--- src/verilog/osd_pkg.sv ---
// Package for the oscillator select, switch and doze control block.
package osd_pkg;

   // ----------------------------------------------------------------
   // Register map (word offsets on the Avalon-MM bus)
   // ----------------------------------------------------------------
   localparam logic [3:0] OSD_ADDR_OSC_CONTROL = 4'h0;
   localparam logic [3:0] OSD_ADDR_CLOCK_DIVIDER = 4'h4;
   localparam logic [3:0] OSD_ADDR_PLL_FEEDBACK = 4'h8;
   localparam logic [3:0] OSD_ADDR_STATUS = 4'hC;

   // ----------------------------------------------------------------
   // Unlock keys
   // ----------------------------------------------------------------
   localparam logic [7:0] OSD_KEY_HIGH_1 = 8'h78;
   localparam logic [7:0] OSD_KEY_HIGH_2 = 8'h9A;
   localparam logic [7:0] OSD_KEY_LOW_1 = 8'h46;
   localparam logic [7:0] OSD_KEY_LOW_2 = 8'h57;

   // ----------------------------------------------------------------
   // Source codes and primary sub-modes
   // ----------------------------------------------------------------
   localparam logic [2:0] OSD_SRC_FAST_RC = 3'h0;
   localparam logic [2:0] OSD_SRC_FAST_RC_WITH_PLL = 3'h1;
   localparam logic [2:0] OSD_SRC_PRIMARY = 3'h2;
   localparam logic [2:0] OSD_SRC_PRIMARY_PLL = 3'h3;
   localparam logic [2:0] OSD_SRC_RESERVED = 3'h4;
   localparam logic [2:0] OSD_SRC_LOW_POWER_RC = 3'h5;
   localparam logic [2:0] OSD_SRC_BACKUP_FAST_RC = 3'h6;
   localparam logic [2:0] OSD_SRC_FAST_RC_DIV_N = 3'h7;
   localparam logic [1:0] OSD_PRI_EXT_CLOCK_IN = 2'h0;
   localparam logic [1:0] OSD_PRI_MEDIUM_CRYSTAL = 2'h1;
   localparam logic [1:0] OSD_PRI_HIGH_GAIN_CRYSTAL = 2'h2;
   localparam logic [1:0] OSD_PRI_OFF = 2'h3;

   // ----------------------------------------------------------------
   // Bit positions and reset values
   // ----------------------------------------------------------------
   localparam int OSD_BIT_SWITCH_REQUEST = 0;
   localparam int OSD_BIT_CLOCK_FAIL = 3;
   localparam int OSD_BIT_PLL_LOCK = 5;
   localparam int OSD_BIT_CONFIG_LOCK = 7;
   localparam logic [2:0] OSD_DOZE_RESET = 3'h3;
   localparam logic [2:0] OSD_DOZE_ONE = 3'h0;
   localparam logic [2:0] OSD_POSTSCALE_RESET = 3'h0;
   localparam logic [3:0] OSD_PLL_PRESCALE_RESET = 4'h1;
   localparam logic [7:0] OSD_PLL_MULT_RESET = 8'h96;

   // ----------------------------------------------------------------
   // Clock switch timing
   // ----------------------------------------------------------------
   localparam int OSD_CLK_MHZ = 125;
   localparam int OSD_SWITCH_NS = 64;
   localparam int OSD_SWITCH_CYCLES = (OSD_SWITCH_NS * OSD_CLK_MHZ + 999) / 1000;

   typedef enum logic [2:0] {
      OSD_SW_IDLE = 3'b001,
      OSD_SW_WAIT = 3'b010,
      OSD_SW_DONE = 3'b100
   } osd_sw_state_t;

   // Configuration straps caught at power-on.
   typedef struct packed {
      logic [2:0] power_on_source_select;
      logic [1:0] primary_osc_mode;
      logic switch_mode_fuse_bit0;
   } osd_config_t;

   // Clock tree controls driven out of the block.
   typedef struct packed {
      logic [2:0] current_source;
      logic [1:0] primary_mode;
      logic [2:0] fast_rc_postscale;
      logic [3:0] pll_prescale;
      logic [7:0] pll_feedback_mult;
      logic [2:0] reduction_ratio;
      logic reduction_active;
   } osd_clock_ctrl_t;

endpackage

--- src/verilog/osd_ctrl.sv ---
// Oscillator select, clock switch, unlock, doze and PLL divider control.
`timescale 1ns/10ps
// What this block does
// - Low-power RC on at power-on; kept by monitor, watchdog or selection, else off after timer.
// - Low-power RC is off in Sleep.
// - Power-on source comes from the 3-bit configuration code.
// - Primary sub-mode comes from the 2-bit configuration field.
// - Erased configuration (111) starts in fast RC divided by N.
// - Upper byte unlocks with 0x78 then 0x9A; next write may change bits 10:8.
// - Lower byte unlocks with 0x46 then 0x57; next write may change bits 7:0.
// - Upper and lower bytes have separate lock state machines.
// - Read-only current-source field; reserved 100 runs as fast RC.
// - Switch-request starts a switch and clears when the switch completes.
// - Lock bit with fuse bit 0 set blocks clock and PLL changes.
// - PLL lock bit reads 1 when a PLL source is current and locked or start-up timer elapsed, else 0.
// - Failure sets clock-fail; software 1 acts as failure; only software clears.
// - Reduction ratio writes are ignored while reduction is enabled.
// - Setting reduction enable is ignored while ratio is 000.
// - Fast RC postscaler 000 divide by 1 at reset, up to 256.
// - PLL prescaler divides by 1 to 8, resets to 1.
// - Prescaler updates are accepted while the PLL runs.
module osd_ctrl
   import osd_pkg::*;
(
   input wire logic core_clk,
   input wire logic rst_b,
   input wire logic [3:0] avs_address,
   input wire logic avs_read,
   input wire logic avs_write,
   input wire logic [31:0] avs_writedata,
   input wire logic [3:0] avs_byteenable,
   output logic [31:0] avs_readdata,
   output logic avs_waitrequest,
   input wire osd_config_t config_bits,
   input wire logic fail_safe_monitor_en,
   input wire logic watchdog_timer_en,
   input wire logic power_up_timer_done,
   input wire logic sleep_mode,
   input wire logic fail_detect,
   input wire logic pll_locked,
   input wire logic pll_timer_done,
   input wire logic irq_any,
   output logic low_power_rc_osc_en,
   output logic osc_fail_trap,
   output logic clock_tree_switch,
   output osd_clock_ctrl_t clock_ctrl
);

   // ----------------------------------------------------------------
   // Input synchronisers
   // ----------------------------------------------------------------
   localparam int NSYNC = 7;
   logic [NSYNC-1:0] async_in;
   logic [NSYNC-1:0] sync1_q;
   logic [NSYNC-1:0] sync2_q;
   assign async_in = {fail_safe_monitor_en, watchdog_timer_en, power_up_timer_done, sleep_mode,
                      fail_detect, pll_locked, pll_timer_done};
   genvar gi;
   generate
      for (gi = 0; gi < NSYNC; gi++) begin : g_sync
         always_ff @(posedge core_clk or negedge rst_b) begin
            if (!rst_b) begin
               sync1_q[gi] <= 1'b0;
               sync2_q[gi] <= 1'b0;
            end else begin
               sync1_q[gi] <= async_in[gi];
               sync2_q[gi] <= sync1_q[gi];
            end
         end
      end
   endgenerate
   wire monitor_s = sync2_q[6];
   wire watchdog_s = sync2_q[5];
   wire power_up_timer_done_s = sync2_q[4];
   wire sleep_s = sync2_q[3];
   wire fail_s = sync2_q[2];
   wire locked_s = sync2_q[1];
   wire pll_timer_s = sync2_q[0];

   // ----------------------------------------------------------------
   // Power-on capture of configuration straps
   // ----------------------------------------------------------------
   logic cfg_loaded_q;
   osd_config_t cfg_q;
   always_ff @(posedge core_clk or negedge rst_b) begin
      if (!rst_b) begin
         cfg_loaded_q <= 1'b0;
         cfg_q <= '0;
      end else if (!cfg_loaded_q) begin
         cfg_loaded_q <= 1'b1;
         cfg_q <= config_bits;
      end
   end

   // ----------------------------------------------------------------
   // Bus decode
   // ----------------------------------------------------------------
   // Waitrequest holds one cycle while the straps load, so no access
   // races the power-on source capture.
   logic ack_q;
   wire access = (avs_read || avs_write) && cfg_loaded_q;
   assign avs_waitrequest = (avs_read || avs_write) && !ack_q;
   wire take = access && !ack_q;
   wire wr = take && avs_write;
   wire sel_osc = avs_address == OSD_ADDR_OSC_CONTROL;
   wire sel_div = avs_address == OSD_ADDR_CLOCK_DIVIDER;
   wire sel_fbd = avs_address == OSD_ADDR_PLL_FEEDBACK;
   wire wr_hi = wr && sel_osc && avs_byteenable[1];
   wire wr_lo = wr && sel_osc && avs_byteenable[0];
   wire [7:0] hi_byte = avs_writedata[15:8];
   wire [7:0] lo_byte = avs_writedata[7:0];

   // ----------------------------------------------------------------
   // Unlock state machines, one per byte
   // ----------------------------------------------------------------
   // A write of the first key arms, the second opens, and any other
   // write to that byte closes again. Only the write after the open
   // state changes the bits; that write closes the byte itself.
   logic [1:0] hi_lock_q;
   logic [1:0] lo_lock_q;
   wire hi_open = hi_lock_q == 2'h2;
   wire lo_open = lo_lock_q == 2'h2;
   always_ff @(posedge core_clk or negedge rst_b) begin
      if (!rst_b) begin
         hi_lock_q <= 2'h0;
         lo_lock_q <= 2'h0;
      end else begin
         if (wr_hi) begin
            hi_lock_q <= (hi_lock_q == 2'h1 && hi_byte == OSD_KEY_HIGH_2) ? 2'h2 :
                         (hi_lock_q != 2'h2 && hi_byte == OSD_KEY_HIGH_1) ? 2'h1 : 2'h0;
         end
         if (wr_lo) begin
            lo_lock_q <= (lo_lock_q == 2'h1 && lo_byte == OSD_KEY_LOW_2) ? 2'h2 :
                         (lo_lock_q != 2'h2 && lo_byte == OSD_KEY_LOW_1) ? 2'h1 : 2'h0;
         end
      end
   end

   // ----------------------------------------------------------------
   // Oscillator control register
   // ----------------------------------------------------------------
   logic [2:0] cur_src_q;
   logic [2:0] new_src_q;
   logic switch_req_q;
   logic cfg_lock_q;
   logic fail_q;
   logic fail_sw_q;
   osd_sw_state_t sw_state_q;
   logic [3:0] sw_cnt_q;

   wire locked_cfg = cfg_lock_q && cfg_q.switch_mode_fuse_bit0;
   wire hi_commit = wr_hi && hi_open && !locked_cfg;
   wire lo_commit = wr_lo && lo_open;
   wire switch_start = lo_commit && lo_byte[OSD_BIT_SWITCH_REQUEST] && !locked_cfg;
   wire switch_end = sw_state_q == OSD_SW_DONE;
   wire fail_set_sw = lo_commit && lo_byte[OSD_BIT_CLOCK_FAIL];
   wire fail_clr_sw = lo_commit && !lo_byte[OSD_BIT_CLOCK_FAIL];

   always_ff @(posedge core_clk or negedge rst_b) begin
      if (!rst_b) begin
         new_src_q <= OSD_SRC_FAST_RC;
         cur_src_q <= OSD_SRC_FAST_RC;
      end else if (!cfg_loaded_q) begin
         new_src_q <= config_bits.power_on_source_select;
         cur_src_q <= config_bits.power_on_source_select;
      end else begin
         if (hi_commit) begin
            new_src_q <= hi_byte[2:0];
         end
         if (switch_end) begin
            cur_src_q <= new_src_q;
         end
      end
   end

   always_ff @(posedge core_clk or negedge rst_b) begin
      if (!rst_b) begin
         switch_req_q <= 1'b0;
         cfg_lock_q <= 1'b0;
         fail_q <= 1'b0;
         fail_sw_q <= 1'b0;
      end else begin
         if (switch_start) begin
            switch_req_q <= 1'b1;
         end else if (switch_end) begin
            switch_req_q <= 1'b0;
         end
         if (lo_commit && !locked_cfg) begin
            cfg_lock_q <= lo_byte[OSD_BIT_CONFIG_LOCK];
         end
         // A detected failure wins over a software clear in the same cycle.
         if (fail_s || fail_set_sw) begin
            fail_q <= 1'b1;
         end else if (fail_clr_sw) begin
            fail_q <= 1'b0;
         end
         fail_sw_q <= fail_set_sw;
      end
   end

   // A fixed settle count stands in for the clock multiplexer's own
   // glitch-free handover, which is outside this block.
   always_ff @(posedge core_clk or negedge rst_b) begin
      if (!rst_b) begin
         sw_state_q <= OSD_SW_IDLE;
         sw_cnt_q <= '0;
      end else begin
         case (sw_state_q)
            OSD_SW_IDLE: begin
               sw_cnt_q <= '0;
               if (switch_start) begin
                  sw_state_q <= OSD_SW_WAIT;
               end
            end
            OSD_SW_WAIT: begin
               sw_cnt_q <= sw_cnt_q + 4'h1;
               if (sw_cnt_q == 4'(OSD_SWITCH_CYCLES - 1)) begin
                  sw_state_q <= OSD_SW_DONE;
               end
            end
            OSD_SW_DONE: begin
               sw_state_q <= OSD_SW_IDLE;
            end
            default: begin
               sw_state_q <= OSD_SW_IDLE;
            end
         endcase
      end
   end

   wire [2:0] cur_src_eff = (cur_src_q == OSD_SRC_RESERVED) ? OSD_SRC_FAST_RC : cur_src_q;
   wire pll_lock_bit = locked_s || pll_timer_s;
   wire pll_in_use = cur_src_eff == OSD_SRC_FAST_RC_WITH_PLL || cur_src_eff == OSD_SRC_PRIMARY_PLL;
   wire lock_status = pll_in_use && pll_lock_bit;

   // ----------------------------------------------------------------
   // Clock divider and feedback registers
   // ----------------------------------------------------------------
   logic recover_q;
   logic [2:0] doze_q;
   logic doze_en_q;
   logic [2:0] postscale_q;
   logic [3:0] prescale_q;
   logic [7:0] mult_q;
   logic irq_q;
   wire div_hi = wr && sel_div && avs_byteenable[1] && !locked_cfg;
   wire div_lo = wr && sel_div && avs_byteenable[0] && !locked_cfg;
   wire fbd_lo = wr && sel_fbd && avs_byteenable[0] && !locked_cfg;
   wire recover_hit = recover_q && irq_any;
   wire [2:0] doze_next = (div_hi && !doze_en_q) ? avs_writedata[14:12] : doze_q;

   always_ff @(posedge core_clk or negedge rst_b) begin
      if (!rst_b) begin
         recover_q <= 1'b0;
         doze_q <= OSD_DOZE_RESET;
         doze_en_q <= 1'b0;
         postscale_q <= OSD_POSTSCALE_RESET;
      end else begin
         if (div_hi) begin
            recover_q <= avs_writedata[15];
            doze_q <= doze_next;
            postscale_q <= avs_writedata[10:8];
         end
         // An interrupt wins over a software set in the same cycle.
         if (recover_hit) begin
            doze_en_q <= 1'b0;
         end else if (div_hi) begin
            doze_en_q <= avs_writedata[11] && (doze_next != OSD_DOZE_ONE);
         end
      end
   end

   always_ff @(posedge core_clk or negedge rst_b) begin
      if (!rst_b) begin
         prescale_q <= OSD_PLL_PRESCALE_RESET;
         mult_q <= OSD_PLL_MULT_RESET;
         irq_q <= 1'b0;
      end else begin
         if (div_lo) begin
            prescale_q <= avs_writedata[3:0];
         end
         if (fbd_lo) begin
            mult_q <= avs_writedata[7:0];
         end
         irq_q <= irq_any;
      end
   end

   // ----------------------------------------------------------------
   // Read data and bus answer
   // ----------------------------------------------------------------
   wire [15:0] osc_word = {1'b0, cur_src_eff, 1'b0, new_src_q, cfg_lock_q, 1'b0, lock_status, 1'b0,
                           fail_q, 2'b00, switch_req_q};
   wire [15:0] div_word = {recover_q, doze_q, doze_en_q, postscale_q, 4'h0, prescale_q};
   wire [15:0] fbd_word = {8'h00, mult_q};
   wire [15:0] sta_word = {12'h000, irq_q, low_power_rc_osc_en, pll_lock_bit, sw_state_q == OSD_SW_WAIT};
   wire [15:0] rd_word = sel_osc ? osc_word :
                         sel_div ? div_word :
                         sel_fbd ? fbd_word :
                         (avs_address == OSD_ADDR_STATUS) ? sta_word : 16'h0000;

   always_ff @(posedge core_clk or negedge rst_b) begin
      if (!rst_b) begin
         ack_q <= 1'b0;
         avs_readdata <= '0;
      end else begin
         ack_q <= take;
         if (take && avs_read) begin
            avs_readdata <= {16'h0000, rd_word};
         end
      end
   end

   // ----------------------------------------------------------------
   // Outputs
   // ----------------------------------------------------------------
   logic low_power_rc_osc_q;
   logic trap_q;
   logic switch_q;
   osd_clock_ctrl_t ctrl_q;
   wire low_power_rc_osc_keep = monitor_s || watchdog_s || cur_src_eff == OSD_SRC_LOW_POWER_RC;
   always_ff @(posedge core_clk or negedge rst_b) begin
      if (!rst_b) begin
         low_power_rc_osc_q <= 1'b1;
         trap_q <= 1'b0;
         switch_q <= 1'b0;
         ctrl_q <= '0;
      end else begin
         low_power_rc_osc_q <= !sleep_s && (low_power_rc_osc_keep || !power_up_timer_done_s);
         trap_q <= fail_s || fail_sw_q;
         switch_q <= switch_end;
         ctrl_q.current_source <= cur_src_eff;
         ctrl_q.primary_mode <= (cur_src_eff == OSD_SRC_PRIMARY || cur_src_eff == OSD_SRC_PRIMARY_PLL) ?
                                cfg_q.primary_osc_mode : OSD_PRI_OFF;
         ctrl_q.fast_rc_postscale <= postscale_q;
         ctrl_q.pll_prescale <= prescale_q;
         ctrl_q.pll_feedback_mult <= mult_q;
         ctrl_q.reduction_ratio <= doze_en_q ? doze_q : OSD_DOZE_ONE;
         ctrl_q.reduction_active <= doze_en_q;
      end
   end
   assign low_power_rc_osc_en = low_power_rc_osc_q;
   assign osc_fail_trap = trap_q;
   assign clock_tree_switch = switch_q;
   assign clock_ctrl = ctrl_q;

   // ----------------------------------------------------------------
   // Assertions
   // ----------------------------------------------------------------
   a_upper_unlock_gate: assert property (@(posedge core_clk) disable iff (!rst_b)
      ($past(cfg_loaded_q) && $changed(new_src_q)) |-> $past(hi_open))
      else $error("New-source changed without upper unlock.");
   a_lower_unlock_gate: assert property (@(posedge core_clk) disable iff (!rst_b)
      $rose(switch_req_q) |-> $past(lo_open))
      else $error("Switch request set without lower unlock.");
   a_switch_completes: assert property (@(posedge core_clk) disable iff (!rst_b)
      $rose(switch_req_q) |-> ##[1:20] !switch_req_q)
      else $error("Switch request did not clear.");
   a_reserved_as_fast: assert property (@(posedge core_clk) disable iff (!rst_b)
      (cur_src_q == OSD_SRC_RESERVED) |=> clock_ctrl.current_source == OSD_SRC_FAST_RC)
      else $error("Current source shows reserved code.");
   a_fail_sticky: assert property (@(posedge core_clk) disable iff (!rst_b)
      (fail_q && !fail_clr_sw) |=> fail_q)
      else $error("Clock-fail cleared without software.");
   a_doze_ratio_held: assert property (@(posedge core_clk) disable iff (!rst_b)
      $past(doze_en_q) |-> $stable(doze_q))
      else $error("Reduction ratio changed while enabled.");
   a_doze_not_zero: assert property (@(posedge core_clk) disable iff (!rst_b)
      doze_en_q |-> doze_q != OSD_DOZE_ONE)
      else $error("Reduction enabled with ratio zero.");
   a_recover_clears: assert property (@(posedge core_clk) disable iff (!rst_b)
      recover_hit |=> !doze_en_q ##1 ctrl_q.reduction_ratio == OSD_DOZE_ONE)
      else $error("Interrupt did not end reduction.");
   a_sleep_low_power_rc_osc_off: assert property (@(posedge core_clk) disable iff (!rst_b)
      sleep_s |=> !low_power_rc_osc_en)
      else $error("Low-power RC running in Sleep.");
   a_lock_blocks: assert property (@(posedge core_clk) disable iff (!rst_b)
      locked_cfg |=> $stable(prescale_q) && $stable(mult_q))
      else $error("PLL settings changed while locked.");

endmodule

--- config.mk ---
export PLATFORM = sky130hd
export DESIGN_NAME = osd_ctrl
export DESIGN_NICKNAME = d
export VERILOG_FILES = /design/src/verilog/osd_pkg.sv /design/src/verilog/osd_ctrl.sv
export SDC_FILE = /design/constraint.sdc
export NUM_CORES = 1
export LEC_CHECK = 0
export BUFFER_PORTS_ARGS = -buffer_cell sky130_fd_sc_hd__buf_2
export CELL_PAD_IN_SITES_DETAIL_PLACEMENT = 2
export CELL_PAD_IN_SITES_GLOBAL_PLACEMENT = 2
export CORE_MARGIN = 10
export CORE_UTILIZATION = 36
export DETAILED_ROUTE_END_ITERATION = 6
export PLACE_DENSITY_LB_ADDON = 0.1
export SLEW_MARGIN = 20
export SYNTH_ARGS = -nofsm -noshare
export SYNTH_HDL_FRONTEND = slang
export SYNTH_SLANG_ARGS = --single-unit
export TNS_END_PERCENT = 100
--- constraint.sdc ---
create_clock -name core_clk -period 2.42 [get_ports core_clk]
set_input_delay 0.484 -clock core_clk [delete_from_list [all_inputs] [get_ports core_clk]]
set_output_delay 0.484 -clock core_clk [all_outputs]
set_load 0.01 [all_outputs]
==> impl_results.md, run 1 <==
* Final instance area at 4970 um^2
* Nets at 472
* # rows at 39
* Worst VDD drop at 0.342 mV
* Sequential power share at 53.5%
* Final GP Congestion at 0.747
* Final wirelength at 11300 um
* Cells after synthesis at 326
* Fin util at 43.7%
* Int Pwr at 2.74 mW
* I/O Pins at 118
* Iter 0 DRT Violations at 141
* RSZ-0062 raised after global routing: no
* Status: complete, no violations
* Largest cells by area after synthesis: dfrtp_1 57%, mux2_2 6.0%, dfstp_2 5.7%
* Gr usage total at 14.6%
* Logic gate share of total power at 9.2%
* Die Area at 16200 um^2
* WL/cell at 20.1 um
* Area leader, netlist: dfrtp_1
* Switching Share at 24.7%
* Port buffer count at 83
* Final Hold Viols at 0
* Clock power frac at 37.2%
* Synth warn at 0
* Fin cells at 561
* DRT antenna net count at 0
* Count of different cell masters after synthesis at 57
* Min-delay worst type: input pin to async pin
* Synth cell count leaders: 95 x dfrtp_1, 23 x nand2_1, 22 x mux2_2
* Die H at 127 um
* Register area at 2610 um^2
* Via density at 5.10
* Worst-path clk slew at 0.07 ns
* Root buf cell: clkbuf_16
* Crit-path max FO at 9
* Max_cap viols at 0
* Ant. Diodes at 0
* WHS at 0.214 ns
* Multi-input combinational cell area at 1400 um^2
* Top FF cell, synth: dfrtp_1
* Via count at 2863
* Crit path launch type: flop
* Gr ovfl total at 0
* EDFF count, synth at 0
* Fin Setup TNS at 0 ns
* Max Freq at 568 MHz
* R2R cell count at 3
* Filler cell count at 1157
* CTS resizes at 0
* CTS tree: built
* Yosys top cell area share at 57.3%
* Crit path arrival time at 1.98 ns
* First-pass GRT wire length at 18800 um
* FF+latch count, synth at 104
* Post-synthesis area per instance at 12.7 um^2
* Placed Area at 4690 um^2
* Leakage power at 2.35 nW
* PwrDens at 733 nW/um^2
* Relative slew slack at 63.0%
* Critical path type: flop to flop
* TritonCTS Sinks at 104
* Layout area overhead at 19.8%
* Hold buffers post-CTS at 0
* Largest net degree at the start of global routing at 105
* Min Tclk post-route at 1.76 ns
* R2R Setup Slk at 0.66 ns
* Drt drc at 0
* Clk_lat worst skew at 0.34 ns
* Fin crit share at 72.7%
* Die width at 127 um
* Placed Cells at 545
* Share of cells above drive strength 1 at 35.2%
* Setup violation total in the final timing report at 0
* Deepest clock path buffer count at 2
* Worst-margin pin slew at 0.555 ns
* CTS buffer count at 9
* Sequential share of the synthesized area at 63.0%
* Initial Util at 36.5%
* Initial DRT Pass Iterations at 4
* Setup Skew at 0.00694 ns
* CP required at 2.64 ns
* HPWL Detailed at 8170 um
* NetSw at 0.899 mW
* Vias in the first global route at 3290
* Reg2reg end: mult_q[5]$_DFFE_PN0P_
* Pins Over Slew Limit at 0
* Post-CTS Setup Inserts at 0
* Async SR Flop Fraction at 100%
* H-tree levels at 3
* CP endpoint kind: flop
* Most common cell in the netlist: dfrtp_1
* CORE AREA at 11400 um^2
* Area of the mapped netlist at 4150 um^2
* Initial antenna violation count at 0
* Worst reg2reg startpoint: ack_q$_DFF_PN0_
## sequential cells by signal (all words and copies together), names as in the netlist, 2 cells and up
signal        count
cur_src_q         3
prescale_q        4
hi_lock_q         2
avs_readdata     16
sw_cnt_q          4
postscale_q       3
sync1_q           7
lo_lock_q         2
clock_ctrl       24
sw_state_q        3
cfg_q             3
new_src_q         3
mult_q            8
doze_q            3
## through the flow
stage          total power [mW]  setup slack, ns
2_1_floorplan              2.14            0.541
3_3_place_gp               2.31            0.338
3_5_place_dp               2.33            0.303
5_1_grt                    3.84            0.518
6_report                   3.64            0.660
4_1_cts                    3.70            0.634
## power groups by stage
stage / clock network, mW / registers, mW / logic (mW)
floorplan: 0 / 1.98 / 0.157
finish: 1.36 / 1.95 / 0.337
global placement: 0 / 1.98 / 0.334
CTS: 1.40 / 1.95 / 0.347
detailed placement: 0 / 1.98 / 0.345
global route: 1.49 / 1.97 / 0.377
## cells by family (layout without fill, tap and decap cells)
kind of cell | after synthesis | count (layout) | share of synthesized area, %
DFF | 104 | 104 | 63.0
and+or+nand+nor | 96 | 96 | 14.3
muxes | 26 | 26 | 7.24
other | 2 | 17 | 0.181
buffers and inverters | 33 | 110 | 4.56
adders and majority gates | 1 | 1 | 0.302
AOI/OAI and AO/OA | 64 | 64 | 10.4
## worst max-delay path, cell delays in order (launching register included)
cell and delay, ns:
dfrtp_1 0.38, and3b_1 0.49, nand4_2 0.39, mux2_2 0.38
## final cells by class
| class | count | area share [%] |
|---|---|---|
| Sequential cell | 104 | 52.6 |
| Multi-Input combinational cell | 204 | 28.2 |
| Timing Repair Buffer | 90 | 9.72 |
| Clock buffer | 12 | 4.96 |
| Tap cell | 143 | 3.60 |
| Clock inverter | 4 | 0.605 |
| Inverter | 4 | 0.302 |
## worst max-delay path by stage
stage	from	endpoint	slack [ns]	cells after the start
2_1_floorplan	avs_address[2]	doze_q[2]$_DFFE_PN0N_	0.54	5
3_3_place_gp	avs_address[3]	mult_q[6]$_DFFE_PN0P_	0.34	5
3_5_place_dp	avs_address[3]	mult_q[5]$_DFFE_PN0P_	0.30	5
4_1_cts	ack_q$_DFF_PN0_	mult_q[5]$_DFFE_PN0P_	0.63	3
5_1_grt	cfg_lock_q$_DFFE_PN0P_	doze_q[2]$_DFFE_PN0N_	0.52	4
6_report	ack_q$_DFF_PN0_	mult_q[5]$_DFFE_PN0P_	0.66	3
## layer usage
layer	wire length [um]	share of wire (%)	up-vias	track usage, %
met4	132	1.2	0	5.02
met1	4670	41	1486	17.4
li1	-	-	1306	-
met3	581	5.1	9	4.05
met5	0	0	-	0
met2	5910	52	62	24.7
## cell usage in the layout, fill, tap and decap left out, types with 2 or more instances in the layout
cell type  instances
dfrtp_1           95
buf_2             82
nand2_1           23
mux2_2            22
o21ai_0           20
conb_1            17
nor2_1            11
nor2b_1           10
a22oi_1            9
a21oi_1            9
clkbuf_16          9
dfstp_2            9
nor3_1             7
a22o_1             7
buf_4              7
nand3_1            6
and2_1             5
inv_1              4
nand2b_1           4
nand4_1            4
a31oi_1            3
nor4bb_1           3
mux2i_1            3
or3b_2             2
nand3b_1           2
or3_1              2
a211oi_1           2
nor4_1             2
and4_1             2
a221o_1            2
a21o_1             2
clkbuf_1           2
clkinv_4           2
No activity file was read; power rests on OpenSTA's default activity.
==> run 2: changes to the inputs <==
--- a/config.mk
+++ b/config.mk
@@ -5,11 +5,12 @@
 export SDC_FILE = /design/constraint.sdc
 export NUM_CORES = 1
 export LEC_CHECK = 0
+export ABC_AREA = 1
 export BUFFER_PORTS_ARGS = -buffer_cell sky130_fd_sc_hd__buf_2
 export CELL_PAD_IN_SITES_DETAIL_PLACEMENT = 2
 export CELL_PAD_IN_SITES_GLOBAL_PLACEMENT = 2
 export CORE_MARGIN = 10
-export CORE_UTILIZATION = 36
+export CORE_UTILIZATION = 28
 export DETAILED_ROUTE_END_ITERATION = 6
 export PLACE_DENSITY_LB_ADDON = 0.1
 export SLEW_MARGIN = 20
==> constraint.sdc (replaced) <==
create_clock -name core_clk -period 1.5 [get_ports core_clk]
set_input_delay 0.3 -clock core_clk [delete_from_list [all_inputs] [get_ports core_clk]]
set_output_delay 0.3 -clock core_clk [all_outputs]
set_load 0.01 [all_outputs]
==> run 2 against run 1 <==
Compared with the run above:
- first-iteration DRC count down 16%
- synthesized area about the same
- flip-flop and latch count unchanged
- setup slack worse by 0.59 ns
- maximum frequency increased by 23%
- largest power group unchanged
- worst hold slack worse by 0.17 ns
- cell count grew 28%
- design area rose by 7.5%
- power increased by 87%
==> impl_results.md, run 2 <==
* Met3 wire len at 664 um
* Synth warn at 0
* Initial antenna violation count at 0
* Met2 WL post-DR at 6200 um
* Die H at 142 um
* Crit path arrival time at 1.70 ns
* Cells after synthesis at 407
* PwrDens at 1280 nW/um^2
* Share of cells above drive strength 1 at 32.0%
* Most frequent cells in the layout: 95 x dfrtp_1, 91 x nand2_1, 82 x buf_2
* Reg2reg end: avs_readdata[0]$_DFFE_PN0P_
* Crit path launch type: flop
* Drt drc at 0
* Slowest Stage Delay on Critical Path at 0.38 ns
* Initial Util at 28.5%
* R2R Setup Slk at 0.07 ns
* Most common cell in the netlist: dfrtp_1
* TritonCTS Sinks at 104
* Top FF cell, synth: dfrtp_1
* Setup ws final at 0.0743 ns
* DRT antenna net count at 0
* Iter 0 DRT Violations at 119
* Via density at 4.53
* # rows at 44
* Final wirelength at 12800 um
* Die Area at 20100 um^2
* Most frequent CP cell: buf_4
* Placed Area at 4950 um^2
* Fin util at 36.7%
* CTS buffer count at 9
* Worst VDD drop at 0.494 mV
* Port buffer count at 83
* R2R cell count at 6
* Deepest clock path buffer count at 2
* Die width at 142 um
* Post-synthesis area per instance at 10.2 um^2
* Min Tclk post-route at 1.43 ns
* WL/cell at 17.9 um
* Async SR Flop Fraction at 100%
* Final instance area at 5340 um^2
* Gr ovfl total at 0
* Crit-path max FO at 6
* Fin crit share at 95.0%
* CTS tree: built
* Worst reg2reg startpoint: sw_state_q[2]$_DFFE_PN0P_
* HPWL Detailed at 9980 um
* Clk_lat worst skew at 0.36 ns
* FF+latch count, synth at 104
* Worst setup path endpoint: avs_readdata[0]$_DFFE_PN0P_
* Ant. Diodes at 0
* Largest cells by area after synthesis: dfrtp_1 57%, nand2_1 8.2%, dfstp_2 5.7%
* Multi-input combinational cell area at 1280 um^2
* Synth cell count leaders: 95 x dfrtp_1, 91 x nand2_1, 46 x inv_1
* Status: complete, no violations
* Top sig layer: met4
* Final GP Congestion at 0.750
* Area leader, netlist: dfrtp_1
* Area of the mapped netlist at 4150 um^2
* CP cell instances: buf_4 > nor3_4 > buf_4 > buf_4 > a22oi_1 > a2bb2oi_1
* Gr usage total at 13.1%
* Slowest CP cell: dfrtp_1
* Setup Skew at 0.00771 ns
* Worst-path clk slew at 0.08 ns
* Leakage power at 2.76 nW
* Nets at 586
* Initial DRT Pass Iterations at 4
* Sequential share of the synthesized area at 63.0%
* Register area at 2610 um^2
* Yosys top cell area share at 57.3%
* Root buf cell: clkbuf_16
* Layout area overhead at 28.7%
* Largest net degree at the start of global routing at 53
* CORE AREA at 14500 um^2
* First-pass GRT wire length at 20800 um
* Via count at 3243
* Final Hold Viols at 0
* Max reg flops at 24
* RSZ-0062 raised after global routing: yes
* CP endpoint kind: flop
* EDFF count, synth at 0
* DRT met1 WL at 5730 um
* Pins Over Slew Limit at 0
* Vias in the first global route at 3767
* I/O Pins at 118
* Setup violation total in the final timing report at 0
* Max Freq at 701 MHz
* Min-delay worst type: input pin to flop
* CP required at 1.78 ns
* Launch point of the worst path: sw_state_q[2]$_DFFE_PN0P_
* Filler cell count at 1607
* H-tree levels at 3
* Count of different cell masters after synthesis at 38
* Critical path type: flop to flop
* Commonest non-fill, non-tap cell in the layout: dfrtp_1
* Max_cap viols at 0
* Dpl ws at -0.0634 ns
## run 2: worst min path at each step
| stage | start | slack (ns) | cells past startpoint | endpoint |
|---|---|---|---|---|
| 4_1_cts | fail_detect | 0.03 | 1 | sync1_q[2]$_DFF_PN0_ |
| 2_1_floorplan | rst_b | 0.004 | 0 | ack_q$_DFF_PN0_ |
| 6_report | fail_detect | 0.04 | 1 | sync1_q[2]$_DFF_PN0_ |
| 5_1_grt | fail_detect | 0.03 | 1 | sync1_q[2]$_DFF_PN0_ |
| 3_5_place_dp | rst_b | 0.33 | 2 | osc_fail_trap$_DFF_PN0_ |
| 3_3_place_gp | rst_b | 0.33 | 2 | osc_fail_trap$_DFF_PN0_ |
## run 2: routing by layer
metal / track usage (%) / vias to the layer above
met5: 0 / -
met4: 5.00 / 0
met3: 3.24 / 12
met2: 21.1 / 74
met1: 16.7 / 1632
li1: - / 1525
## run 2: final cells by class
type | count | area share (%)
Sequential cell | 104 | 48.9
Clock buffer | 9 | 4.22
Tap cell | 184 | 4.31
Multi-Input combinational cell | 246 | 24.1
Inverter | 50 | 3.56
Timing Repair Buffer | 116 | 13.3
Clock inverter | 7 | 1.62
## run 2: stage by stage
stage	setup TNS (ns)	power, mW	hold WS, ns	std cells
after global routing	-0.0374	7.20	0.0329	716
after floorplan	0	3.85	0.00441	422
after detailed placement	-0.136	4.35	0.332	695
after CTS	0	6.91	0.0300	712
final	0	6.82	0.0424	716
after global placement	-0.0269	4.29	0.329	695
## run 2: kinds of logic after synthesis
logic type	Yosys count	synth area share (%)
buf+inv	72	8.05
compound gates	64	8.99
mux	1	0.271
flops	104	63.0
simple gates	163	19.2
fa+ha+maj	1	0.302
other cells	2	0.181
## run 2: repair_timing
action / CTS / global route
hold buffers: 1 / 0
endpoints found under the setup margin: 4 / 13
hold endpoints to repair: 95 / 0
resized for setup: 1 / 10
pin swaps: 1 / 3
setup buffers: 0 / 4
## run 2: worst max-delay path: cells and delay by family, from the launching register on
kind / cells / cell delay [ns]
buffers and inverters: 3 / 0.43
AO/OA/AOI/OAI: 2 / 0.23
AND/OR/NAND/NOR: 1 / 0.31
flip-flops: 1 / 0.38
## run 2: power by group
part / leakage [nW] / internal, mW / switching [mW]
clock: 0.150 / 1.33 / 1.16
sequential: 1.30 / 3.12 / 0.194
combinational: 1.31 / 0.393 / 0.619
